**config.mk**
```make
export PLATFORM = sky130hd
export DESIGN_NAME = sar_frame_ctrl
export DESIGN_NICKNAME = d
export VERILOG_FILES = /design/src/core/sar_frame_pkg.sv /design/src/core/sar_if.sv /design/src/core/pin_sync.sv /design/src/core/sar_engine.sv /design/src/core/sar_frame_ctrl.sv
export VERILOG_INCLUDE_DIRS = /design/src /design/src/core
export SDC_FILE = /design/constraint.sdc
export NUM_CORES = 1
export LEC_CHECK = 0
export BUFFER_PORTS_ARGS = -buffer_cell sky130_fd_sc_hd__buf_2
export CAP_MARGIN = 20
export CORE_UTILIZATION = 40
export CTS_CLUSTER_SIZE = 28
export DETAILED_ROUTE_END_ITERATION = 16
export GPL_ROUTABILITY_DRIVEN = 1
export PLACE_DENSITY_LB_ADDON = 0.15
export SKIP_LAST_GASP = 1
export SYNTH_ARGS = -nofsm -noshare
export SYNTH_HDL_FRONTEND = slang
export SYNTH_SLANG_ARGS = --single-unit
```
**constraint.sdc**
```tcl
create_clock -name sys_clk -period 5.83 [get_ports sys_clk]
set_input_delay 0.583 -clock sys_clk [delete_from_list [all_inputs] [get_ports sys_clk]]
set_output_delay 0.583 -clock sys_clk [all_outputs]
set_load 0.05 [all_outputs]
```
**src/core/sar_frame_defines.svh**
```systemverilog
// Frame edge counts and widths for the serial converter frame control.
`ifndef SAR_FRAME_DEFINES_SVH
`define SAR_FRAME_DEFINES_SVH

// ************************************************************
// Widths
// ************************************************************
`define FRAME_BITS 16
`define CNT_W 6
`define CNT_MAX 6'h3f

// ************************************************************
// Edge counts within one chip select low period
// ************************************************************
`define CONV_EDGE_12B 6'h0e
`define CONV_EDGE_10B 6'h0b
`define CONV_EDGE_8B 6'h09
`define FRESH_FALL 6'h10
`define KEEP16_FALL_LIM 6'h1d
`define MODE32_FALL 6'h1e

`endif

```
**src/core/sar_frame_pkg.sv**
```systemverilog
// Types shared by the serial converter frame control.
`include "sar_frame_defines.svh"

package sar_frame_pkg;

    // ************************************************************
    // Types
    // ************************************************************
    typedef enum logic [1:0] {
        FR_IDLE,
        FR_CONVERT,
        FR_ACQUIRE
    } frame_state_e;

    typedef logic [`CNT_W-1:0] edge_cnt_t;
    typedef logic [`FRAME_BITS-1:0] frame_word_t;

endpackage : sar_frame_pkg

```
**src/core/sar_if.sv**
```systemverilog
// Handshake between the frame control and the approximation engine.
interface sar_if #(
    parameter int RES = 12
);
    logic start;
    logic step;
    logic [RES-1:0] sample;
    logic [RES-1:0] result;
    logic done;

    modport ctrl (output start, output step, output sample,
                  input result, input done);
    modport engine (input start, input step, input sample,
                    output result, output done);
endinterface : sar_if

```
**src/core/pin_sync.sv**
```systemverilog
// Two flip-flop synchroniser for pins from outside the clock domain.
module pin_sync #(
    parameter int W = 1,
    parameter logic [W-1:0] RST_VAL = '0
) (
    // Clock and reset.
    input wire logic sys_clk,
    input wire logic rst,
    // Pins in, synchronised levels out.
    input wire logic [W-1:0] din,
    output logic [W-1:0] dout
);
    generate
        if (W < 1) begin : g_bad_w
            $error("W must be at least 1.");
        end
    endgenerate

    logic [W-1:0] meta_q;
    logic [W-1:0] stable_q;

    // The first stage feeds only the second.
    always_ff @(posedge sys_clk) begin
        if (rst) begin
            meta_q <= RST_VAL;
            stable_q <= RST_VAL;
        end else begin
            meta_q <= din;
            stable_q <= meta_q;
        end
    end

    assign dout = stable_q;
endmodule : pin_sync

```
**src/core/sar_engine.sv**
```systemverilog
// Successive approximation engine, one bit resolved per step.
module sar_engine #(
    parameter int RES = 12
) (
    // Clock and reset.
    input wire logic sys_clk,
    input wire logic rst,
    // Control side.
    sar_if.engine port
);
    generate
        if (RES < 2) begin : g_bad_res
            $error("RES must be at least 2.");
        end
    endgenerate

    logic [RES-1:0] hold_q;
    logic [RES-1:0] acc_q;
    logic [RES-1:0] bit_q;
    logic [RES-1:0] trial;
    logic keepBit;

    assign trial = acc_q | bit_q;
    assign keepBit = (trial <= hold_q);

    // Straight binary: each kept bit adds its weight to the code.
    always_ff @(posedge sys_clk) begin
        if (rst) begin
            hold_q <= '0;
            acc_q <= '0;
            bit_q <= '0;
        end else if (port.start) begin
            hold_q <= port.sample;
            acc_q <= '0;
            bit_q <= {1'b1, {(RES-1){1'b0}}};
        end else if (port.step && bit_q != '0) begin
            acc_q <= keepBit ? trial : acc_q;
            bit_q <= bit_q >> 1;
        end
    end

    assign port.result = acc_q;
    assign port.done = (bit_q == '0);
endmodule : sar_engine

```
**src/core/sar_frame_ctrl.sv**
```systemverilog
// Frame control for a serial-output successive-approximation converter.
// Function
// Sample input at chip select falling edge.
// Chip select fall drives data out, MSB first.
// Shift next bit on each falling after rising.
// Sixteen-clock frames return previous frame's result.
// Conversion advances only on clock edges.
// Twelve bits finish on fourteenth rising edge.
// Ten bits finish on eleventh rising edge.
// Eight bits finish on ninth rising edge.
// Early chip select rise keeps sixteen-clock mode.
// Data output released while chip select high.
// Host may stop clock after conversion end.
// Fresh result shifts out from sixteenth falling.
// Thirtieth falling edge selects thirty-two clock mode.
// Thirty-two clock mode returns current sample.
// After that mode, next frame leads zeros.
// Host may stop clock after thirtieth falling.
// Result code is unsigned straight binary.
// Clear counters at fall, judge mode at rise.
`include "sar_frame_defines.svh"
module sar_frame_ctrl #(
    parameter int RES = 12
) (
    // Clock and reset.
    input wire logic sys_clk,
    input wire logic rst,
    // Serial link from the host.
    input wire logic csN,
    input wire logic sclk,
    output logic sdoOut,
    output logic sdoOe,
    // Quantised analog input.
    input wire logic [RES-1:0] analogIn,
    // Status.
    output logic sampleTaken,
    output logic convDone,
    output logic acquiring,
    output logic mode32,
    output logic [RES-1:0] resultData
);

    // ************************************************************
    // Parameter check and functions
    // ************************************************************
    generate
        if (RES != 12 && RES != 10 && RES != 8) begin : g_bad_res
            $error("RES must be 12, 10 or 8.");
        end
    endgenerate

    function automatic sar_frame_pkg::edge_cnt_t convEdge(input int res);
        sar_frame_pkg::edge_cnt_t e;
        case (res)
            12: e = `CONV_EDGE_12B;
            10: e = `CONV_EDGE_10B;
            default: e = `CONV_EDGE_8B;
        endcase
        return e;
    endfunction : convEdge
    function automatic sar_frame_pkg::edge_cnt_t incSat(
        input sar_frame_pkg::edge_cnt_t c);
        return (c == `CNT_MAX) ? c : sar_frame_pkg::edge_cnt_t'(c + 1'b1);
    endfunction : incSat
    function automatic sar_frame_pkg::frame_word_t frameWord(
        input logic [RES-1:0] r);
        return {r, {(`FRAME_BITS-RES){1'b0}}};
    endfunction : frameWord

    localparam sar_frame_pkg::edge_cnt_t CONV_EDGE = convEdge(RES);

    // ************************************************************
    // Pin synchronisers
    // ************************************************************
    logic csSync;
    logic sclkSync;
    logic [RES-1:0] anaSync;

    // Chip select resets high so no frame is seen before the host acts.
    pin_sync #(
        .W(RES + 2),
        .RST_VAL({1'b1, {(RES+1){1'b0}}})
    ) u_sync (
        .sys_clk(sys_clk),
        .rst(rst),
        .din({csN, sclk, analogIn}),
        .dout({csSync, sclkSync, anaSync})
    );

    // ************************************************************
    // Registers
    // ************************************************************
    logic csPrev_q;
    logic sclkPrev_q;
    logic sawRise_q;
    sar_frame_pkg::edge_cnt_t riseCnt_q;
    sar_frame_pkg::edge_cnt_t fallCnt_q;
    sar_frame_pkg::frame_state_e state_q;
    sar_frame_pkg::frame_state_e state_d;
    sar_frame_pkg::frame_word_t shift_q;
    logic sdo_q;
    logic sdoOe_q;
    logic mode32_q;
    logic [RES-1:0] result_q;
    logic sampleTaken_q;
    logic convDone_q;
    logic acquiring_q;

    // ************************************************************
    // Edge decode
    // ************************************************************
    wire inFrame = ~csPrev_q;
    wire csFall = csPrev_q & ~csSync;
    wire csRise = ~csPrev_q & csSync;
    wire rise = inFrame & ~csSync & ~sclkPrev_q & sclkSync;
    wire fall = inFrame & ~csSync & sclkPrev_q & ~sclkSync & sawRise_q;
    wire sar_frame_pkg::edge_cnt_t riseNext = incSat(riseCnt_q);
    wire sar_frame_pkg::edge_cnt_t fallNext = incSat(fallCnt_q);

    // Conversion ends at a fixed rising edge for each resolution.
    wire convEnd = rise && state_q == sar_frame_pkg::FR_CONVERT
                   && riseNext == CONV_EDGE;
    wire freshLoad = fall && fallNext == `FRESH_FALL;
    wire shiftNow = fall && !freshLoad;
    wire keep16 = csRise && state_q == sar_frame_pkg::FR_ACQUIRE
                  && fallCnt_q < `KEEP16_FALL_LIM;
    wire go32 = csRise && fallCnt_q >= `MODE32_FALL;
    logic [RES-1:0] sarResult;
    wire sar_frame_pkg::frame_word_t freshWord = frameWord(sarResult);
    wire sar_frame_pkg::frame_word_t prevWord = frameWord(result_q);
    wire sar_frame_pkg::frame_word_t leadWord =
        mode32_q ? '0 : prevWord;
    wire leadMsb = leadWord[`FRAME_BITS-1];
    wire shiftMsb = shift_q[`FRAME_BITS-1];
    wire freshSrc = convEnd ? freshWord[`FRAME_BITS-1]
                            : prevWord[`FRAME_BITS-1];
    wire sar_frame_pkg::frame_word_t freshPick =
        convEnd ? freshWord : prevWord;

    // ************************************************************
    // Approximation engine
    // ************************************************************
    sar_if #(.RES(RES)) sarBus ();

    assign sarBus.start = csFall;
    assign sarBus.sample = anaSync;
    assign sarBus.step = rise && state_q == sar_frame_pkg::FR_CONVERT;
    assign sarResult = sarBus.result;

    sar_engine #(
        .RES(RES)
    ) u_engine (
        .sys_clk(sys_clk),
        .rst(rst),
        .port(sarBus.engine)
    );

    // ************************************************************
    // Frame state
    // ************************************************************
    // The host may stop the clock once acquiring; nothing waits on it.
    always_comb begin
        state_d = state_q;
        case (state_q)
            sar_frame_pkg::FR_IDLE: begin
                if (csFall) begin
                    state_d = sar_frame_pkg::FR_CONVERT;
                end
            end
            sar_frame_pkg::FR_CONVERT: begin
                if (csRise) begin
                    state_d = sar_frame_pkg::FR_IDLE;
                end else if (convEnd) begin
                    state_d = sar_frame_pkg::FR_ACQUIRE;
                end
            end
            sar_frame_pkg::FR_ACQUIRE: begin
                if (csRise) begin
                    state_d = sar_frame_pkg::FR_IDLE;
                end
            end
            default: begin
                state_d = sar_frame_pkg::FR_IDLE;
            end
        endcase
    end

    always_ff @(posedge sys_clk) begin
        if (rst) begin
            state_q <= sar_frame_pkg::FR_IDLE;
            acquiring_q <= 1'b1;
            csPrev_q <= 1'b1;
            sclkPrev_q <= 1'b0;
        end else begin
            state_q <= state_d;
            acquiring_q <= (state_d != sar_frame_pkg::FR_CONVERT);
            csPrev_q <= csSync;
            sclkPrev_q <= sclkSync;
        end
    end

    // ************************************************************
    // Edge counters
    // ************************************************************
    always_ff @(posedge sys_clk) begin
        if (rst) begin
            riseCnt_q <= '0;
            fallCnt_q <= '0;
            sawRise_q <= 1'b0;
        end else if (csFall) begin
            riseCnt_q <= '0;
            fallCnt_q <= '0;
            sawRise_q <= 1'b0;
        end else begin
            if (rise) begin
                riseCnt_q <= riseNext;
                sawRise_q <= 1'b1;
            end else if (fall) begin
                fallCnt_q <= fallNext;
                sawRise_q <= 1'b0;
            end
        end
    end

    // ************************************************************
    // Result and mode
    // ************************************************************
    always_ff @(posedge sys_clk) begin
        if (rst) begin
            result_q <= '0;
            convDone_q <= 1'b0;
            sampleTaken_q <= 1'b0;
        end else begin
            convDone_q <= convEnd;
            sampleTaken_q <= csFall;
            if (convEnd) begin
                result_q <= sarResult;
            end
        end
    end

    // A frame cut before conversion end leaves the mode untouched.
    always_ff @(posedge sys_clk) begin
        if (rst) begin
            mode32_q <= 1'b0;
        end else if (go32) begin
            mode32_q <= 1'b1;
        end else if (keep16) begin
            mode32_q <= 1'b0;
        end
    end

    // ************************************************************
    // Serial data out
    // ************************************************************
    always_ff @(posedge sys_clk) begin
        if (rst) begin
            shift_q <= '0;
            sdo_q <= 1'b0;
            sdoOe_q <= 1'b0;
        end else if (csRise) begin
            sdoOe_q <= 1'b0;
        end else if (csFall) begin
            sdoOe_q <= 1'b1;
            sdo_q <= leadMsb;
            shift_q <= leadWord << 1;
        end else if (freshLoad) begin
            sdo_q <= freshSrc;
            shift_q <= freshPick << 1;
        end else if (shiftNow) begin
            sdo_q <= shiftMsb;
            shift_q <= shift_q << 1;
        end
    end

    assign sdoOut = sdo_q;
    assign sdoOe = sdoOe_q;
    assign sampleTaken = sampleTaken_q;
    assign convDone = convDone_q;
    assign acquiring = acquiring_q;
    assign mode32 = mode32_q;
    assign resultData = result_q;
endmodule : sar_frame_ctrl

```
==> results.md <==
- Commonest non-fill, non-tap cell in the layout: dfxtp_1
- Die Span Y: 112 um
- Crit path DAT: 2.87 ns
- Num CTS Buffers: 9
- HP Class: in2reg
- Mean Syn Cell Area: 8.70 sq um
- Port Buf Inserts: 33
- Drt pass-1 iters: 11
- Io pins: 34
- Worst Skew: 0.0136 ns
- Power per cell area: 278 nW/um^2
- Clock Sink Count: 110
- Synth Warn #: 0
- H-Tree Depth: 3
- Req. time, crit path: 6.01 ns
- Total Routing Usage GR: 18.7%
- Peak Freq: 372 MHz
- Pins Over Slew Limit: 0
- Rows: 39
- Core area: 11600 sq um
- Cts hold-fix bufs: 0
- Total congestion overflow: 0
- Worst Max-Slew Pin Slew: 1.16 ns
- Max VDD drop: 0.185 mV
- Cts repair resizes: 0
- Vias per inst: 5.53
- Syn nets: 588
- Critical path fanouts, max: 12
- Clock slew at reported path FFs: 0.09 ns
- Top_reg_cell synth: dfxtp_1
- Via count: 3982
- Most frequent cells in the layout: 110 x dfxtp_1, 55 x nand2_1, 50 x a21oi_1
- Vias in the first global route: 3788
- Static leakage: 2.15 nW
- Run status: finished with violations
- Die ar.: 12500 sq um
- Crit path time final: 2.69 ns
- Rel. slew slack: 23.0%
- Distinct cells, synth: 51
- Worst hold start: csN
- Max-Cap Viols: 0
- Clk buf depth: 2
- RSZ-0062 raised after global routing: false
- Final setup violation count: 0
- Ys async rst share: 0%
- RR Startpoint: u_engine.bit_q[9]
- Violated checks: DRC
- Die W: 112 um
- Post-DP HPWL: 7460 um
- Sequential area share after synthesis: 45.5%
- Ant. Diodes: 0
- Setup CP Type: reg2reg
- # DRC: 3
- Largest net degree at the start of global routing: 54
- Clock root buffer: clkbuf_16
- DRT iter0 DRCs: 252
- Crit start category: flop
- Area delta synth->final: 11.6%
- Initial Util: 41.7%
- Yosys reg bits: 110
- Final wirelength: 11300 um
- EDFF count, synth: 0
- Power, Total: 1.50 mW
- Fin Setup TNS: 0 ns
- Syn Inst Count: 556
- Final Cycle Share: 46.1%
- Final Util: 46.5%
- First-pass GRT wire length: 18600 um
- RePlAce Congestion: 0.778
- # Post-CTS Setup Buffers: 0
- Nets: 604
- Area of the mapped netlist: 4840 sq um
- Routed WL per cell: 15.6 um
- Initial antenna violation count: 0
- Critical Path End Type: flop
- TritonCTS clock tree: yes
- Share of layout cells above drive strength 1: 16.5%
- Endpoints failing hold: 0
- Post-DRT Antenna Nets: 0
- CP Launch Point: u_engine.bit_q[9]
- Clock Latency Late Sink: 0.36 ns
==> cell families (layout without fill, tap and decap cells) <==
| family | count (synthesis) | in the layout | synth area share [%] |
|---|---|---|---|
| xor gates and xnor gates | 5 | 5 | 0.905 |
| buffers and inverters | 65 | 86 | 5.69 |
| adders and majority gates | 16 | 16 | 4.14 |
| and+or+nand+nor | 205 | 205 | 23.0 |
| DFF | 110 | 110 | 45.5 |
| AOI/OAI and AO/OA | 150 | 150 | 19.7 |
| muxes | 5 | 5 | 1.06 |
==> path summary, 6_finish.rpt <==
path                        endpoint  slack (ns)  cells past startpoint
min                u_sync.meta_q[13]        0.40                      2
min reg2reg          u_sync.dout[13]        0.41                      1
max reg2reg  u_engine.port.result[7]        3.14                      7
max          u_engine.port.result[7]        3.14                      7
==> layout make-up <==
class | count | area [sq um]
clock inverter | 7 | 101
timing repair buffer | 40 | 218
sequential | 110 | 2200
inverter | 30 | 113
fill | 1125 | 6210
multi-input combinational | 381 | 2360
clock buffer | 9 | 225
tap | 143 | 179
==> flip-flops by register name, summed over array words and instances, names as in the netlist <==
name and flops:
u_sync.dout 14, u_sync.meta_q 14, resultData 12, u_engine.bit_q 12, u_engine.hold_q 12, u_engine.port.result 12
shift_q 11, fallCnt_q 6, riseCnt_q 6, state_q 2, acquiring 1, convDone 1
csPrev_q 1, mode32 1, sampleTaken 1, sawRise_q 1, sclkPrev_q 1, sdoOe 1
sdoOut 1
==> metal layers <==
layer / global-route usage (%) / part of all wire, % / vias up
met1: 24.6 / 48 / 1841
met4: 7.11 / 1.5 / 0
met3: 5.12 / 5.3 / 11
met2: 29.4 / 45 / 129
li1: - / - / 2001
met5: 0 / 0 / -
==> critical path, cell delays in order, from the launching register on <==
cell	delay [ns]
dfxtp_1	0.34
or2_2	0.29
ha_1	0.29
a21oi_1	0.06
o21ai_0	0.28
o22ai_1	0.15
a22oi_1	0.88
o22ai_1	0.20
==> where the power goes <==
part           internal [mW]  switching [mW]  total (mW)
Clock                  0.349           0.314       0.663
Combinational         0.0229          0.0426      0.0655
Sequential             0.767         0.00766       0.774
==> synth_stat cells, drive strengths merged (2+ instances only) <==
cell    number  area, sq um
a211oi      17          128
a21o         3         23.8
a21oi       50          250
a31oi       16          100
and2        12         98.9
and3        12         75.1
and4         2         17.5
buf         11         72.6
clkbuf      24         90.1
dfxtp      110         2200
ha          16          200
inv         30          113
mux2i        4         40.0
nand2       55          206
nand2b       7         43.8
nand3       21          105
nand3b       6         45.0
nand4        2         12.5
nor2        26         97.6
nor2b       27          169
nor3         2         10.0
nor4         7         43.8
nor4b        2         17.5
o21ai       22          110
o22ai       14         87.6
o311ai      12          105
o31a        11          106
or2         14         87.6
or3          4         26.3
xnor2        3         26.3
xor2         2         17.5
==> through the flow <==
step,hold slack [ns],instance area [sq um],instances,setup slack (ns)
3_3_place_gp,0.397,5070,704,3.27
3_5_place_dp,0.398,5070,704,3.20
2_1_floorplan,0.389,4840,556,3.53
5_1_grt,0.393,5400,720,2.89
6_report,0.403,5400,720,3.14
4_1_cts,0.380,5400,720,3.19
(Power assumes the default switching activity.)
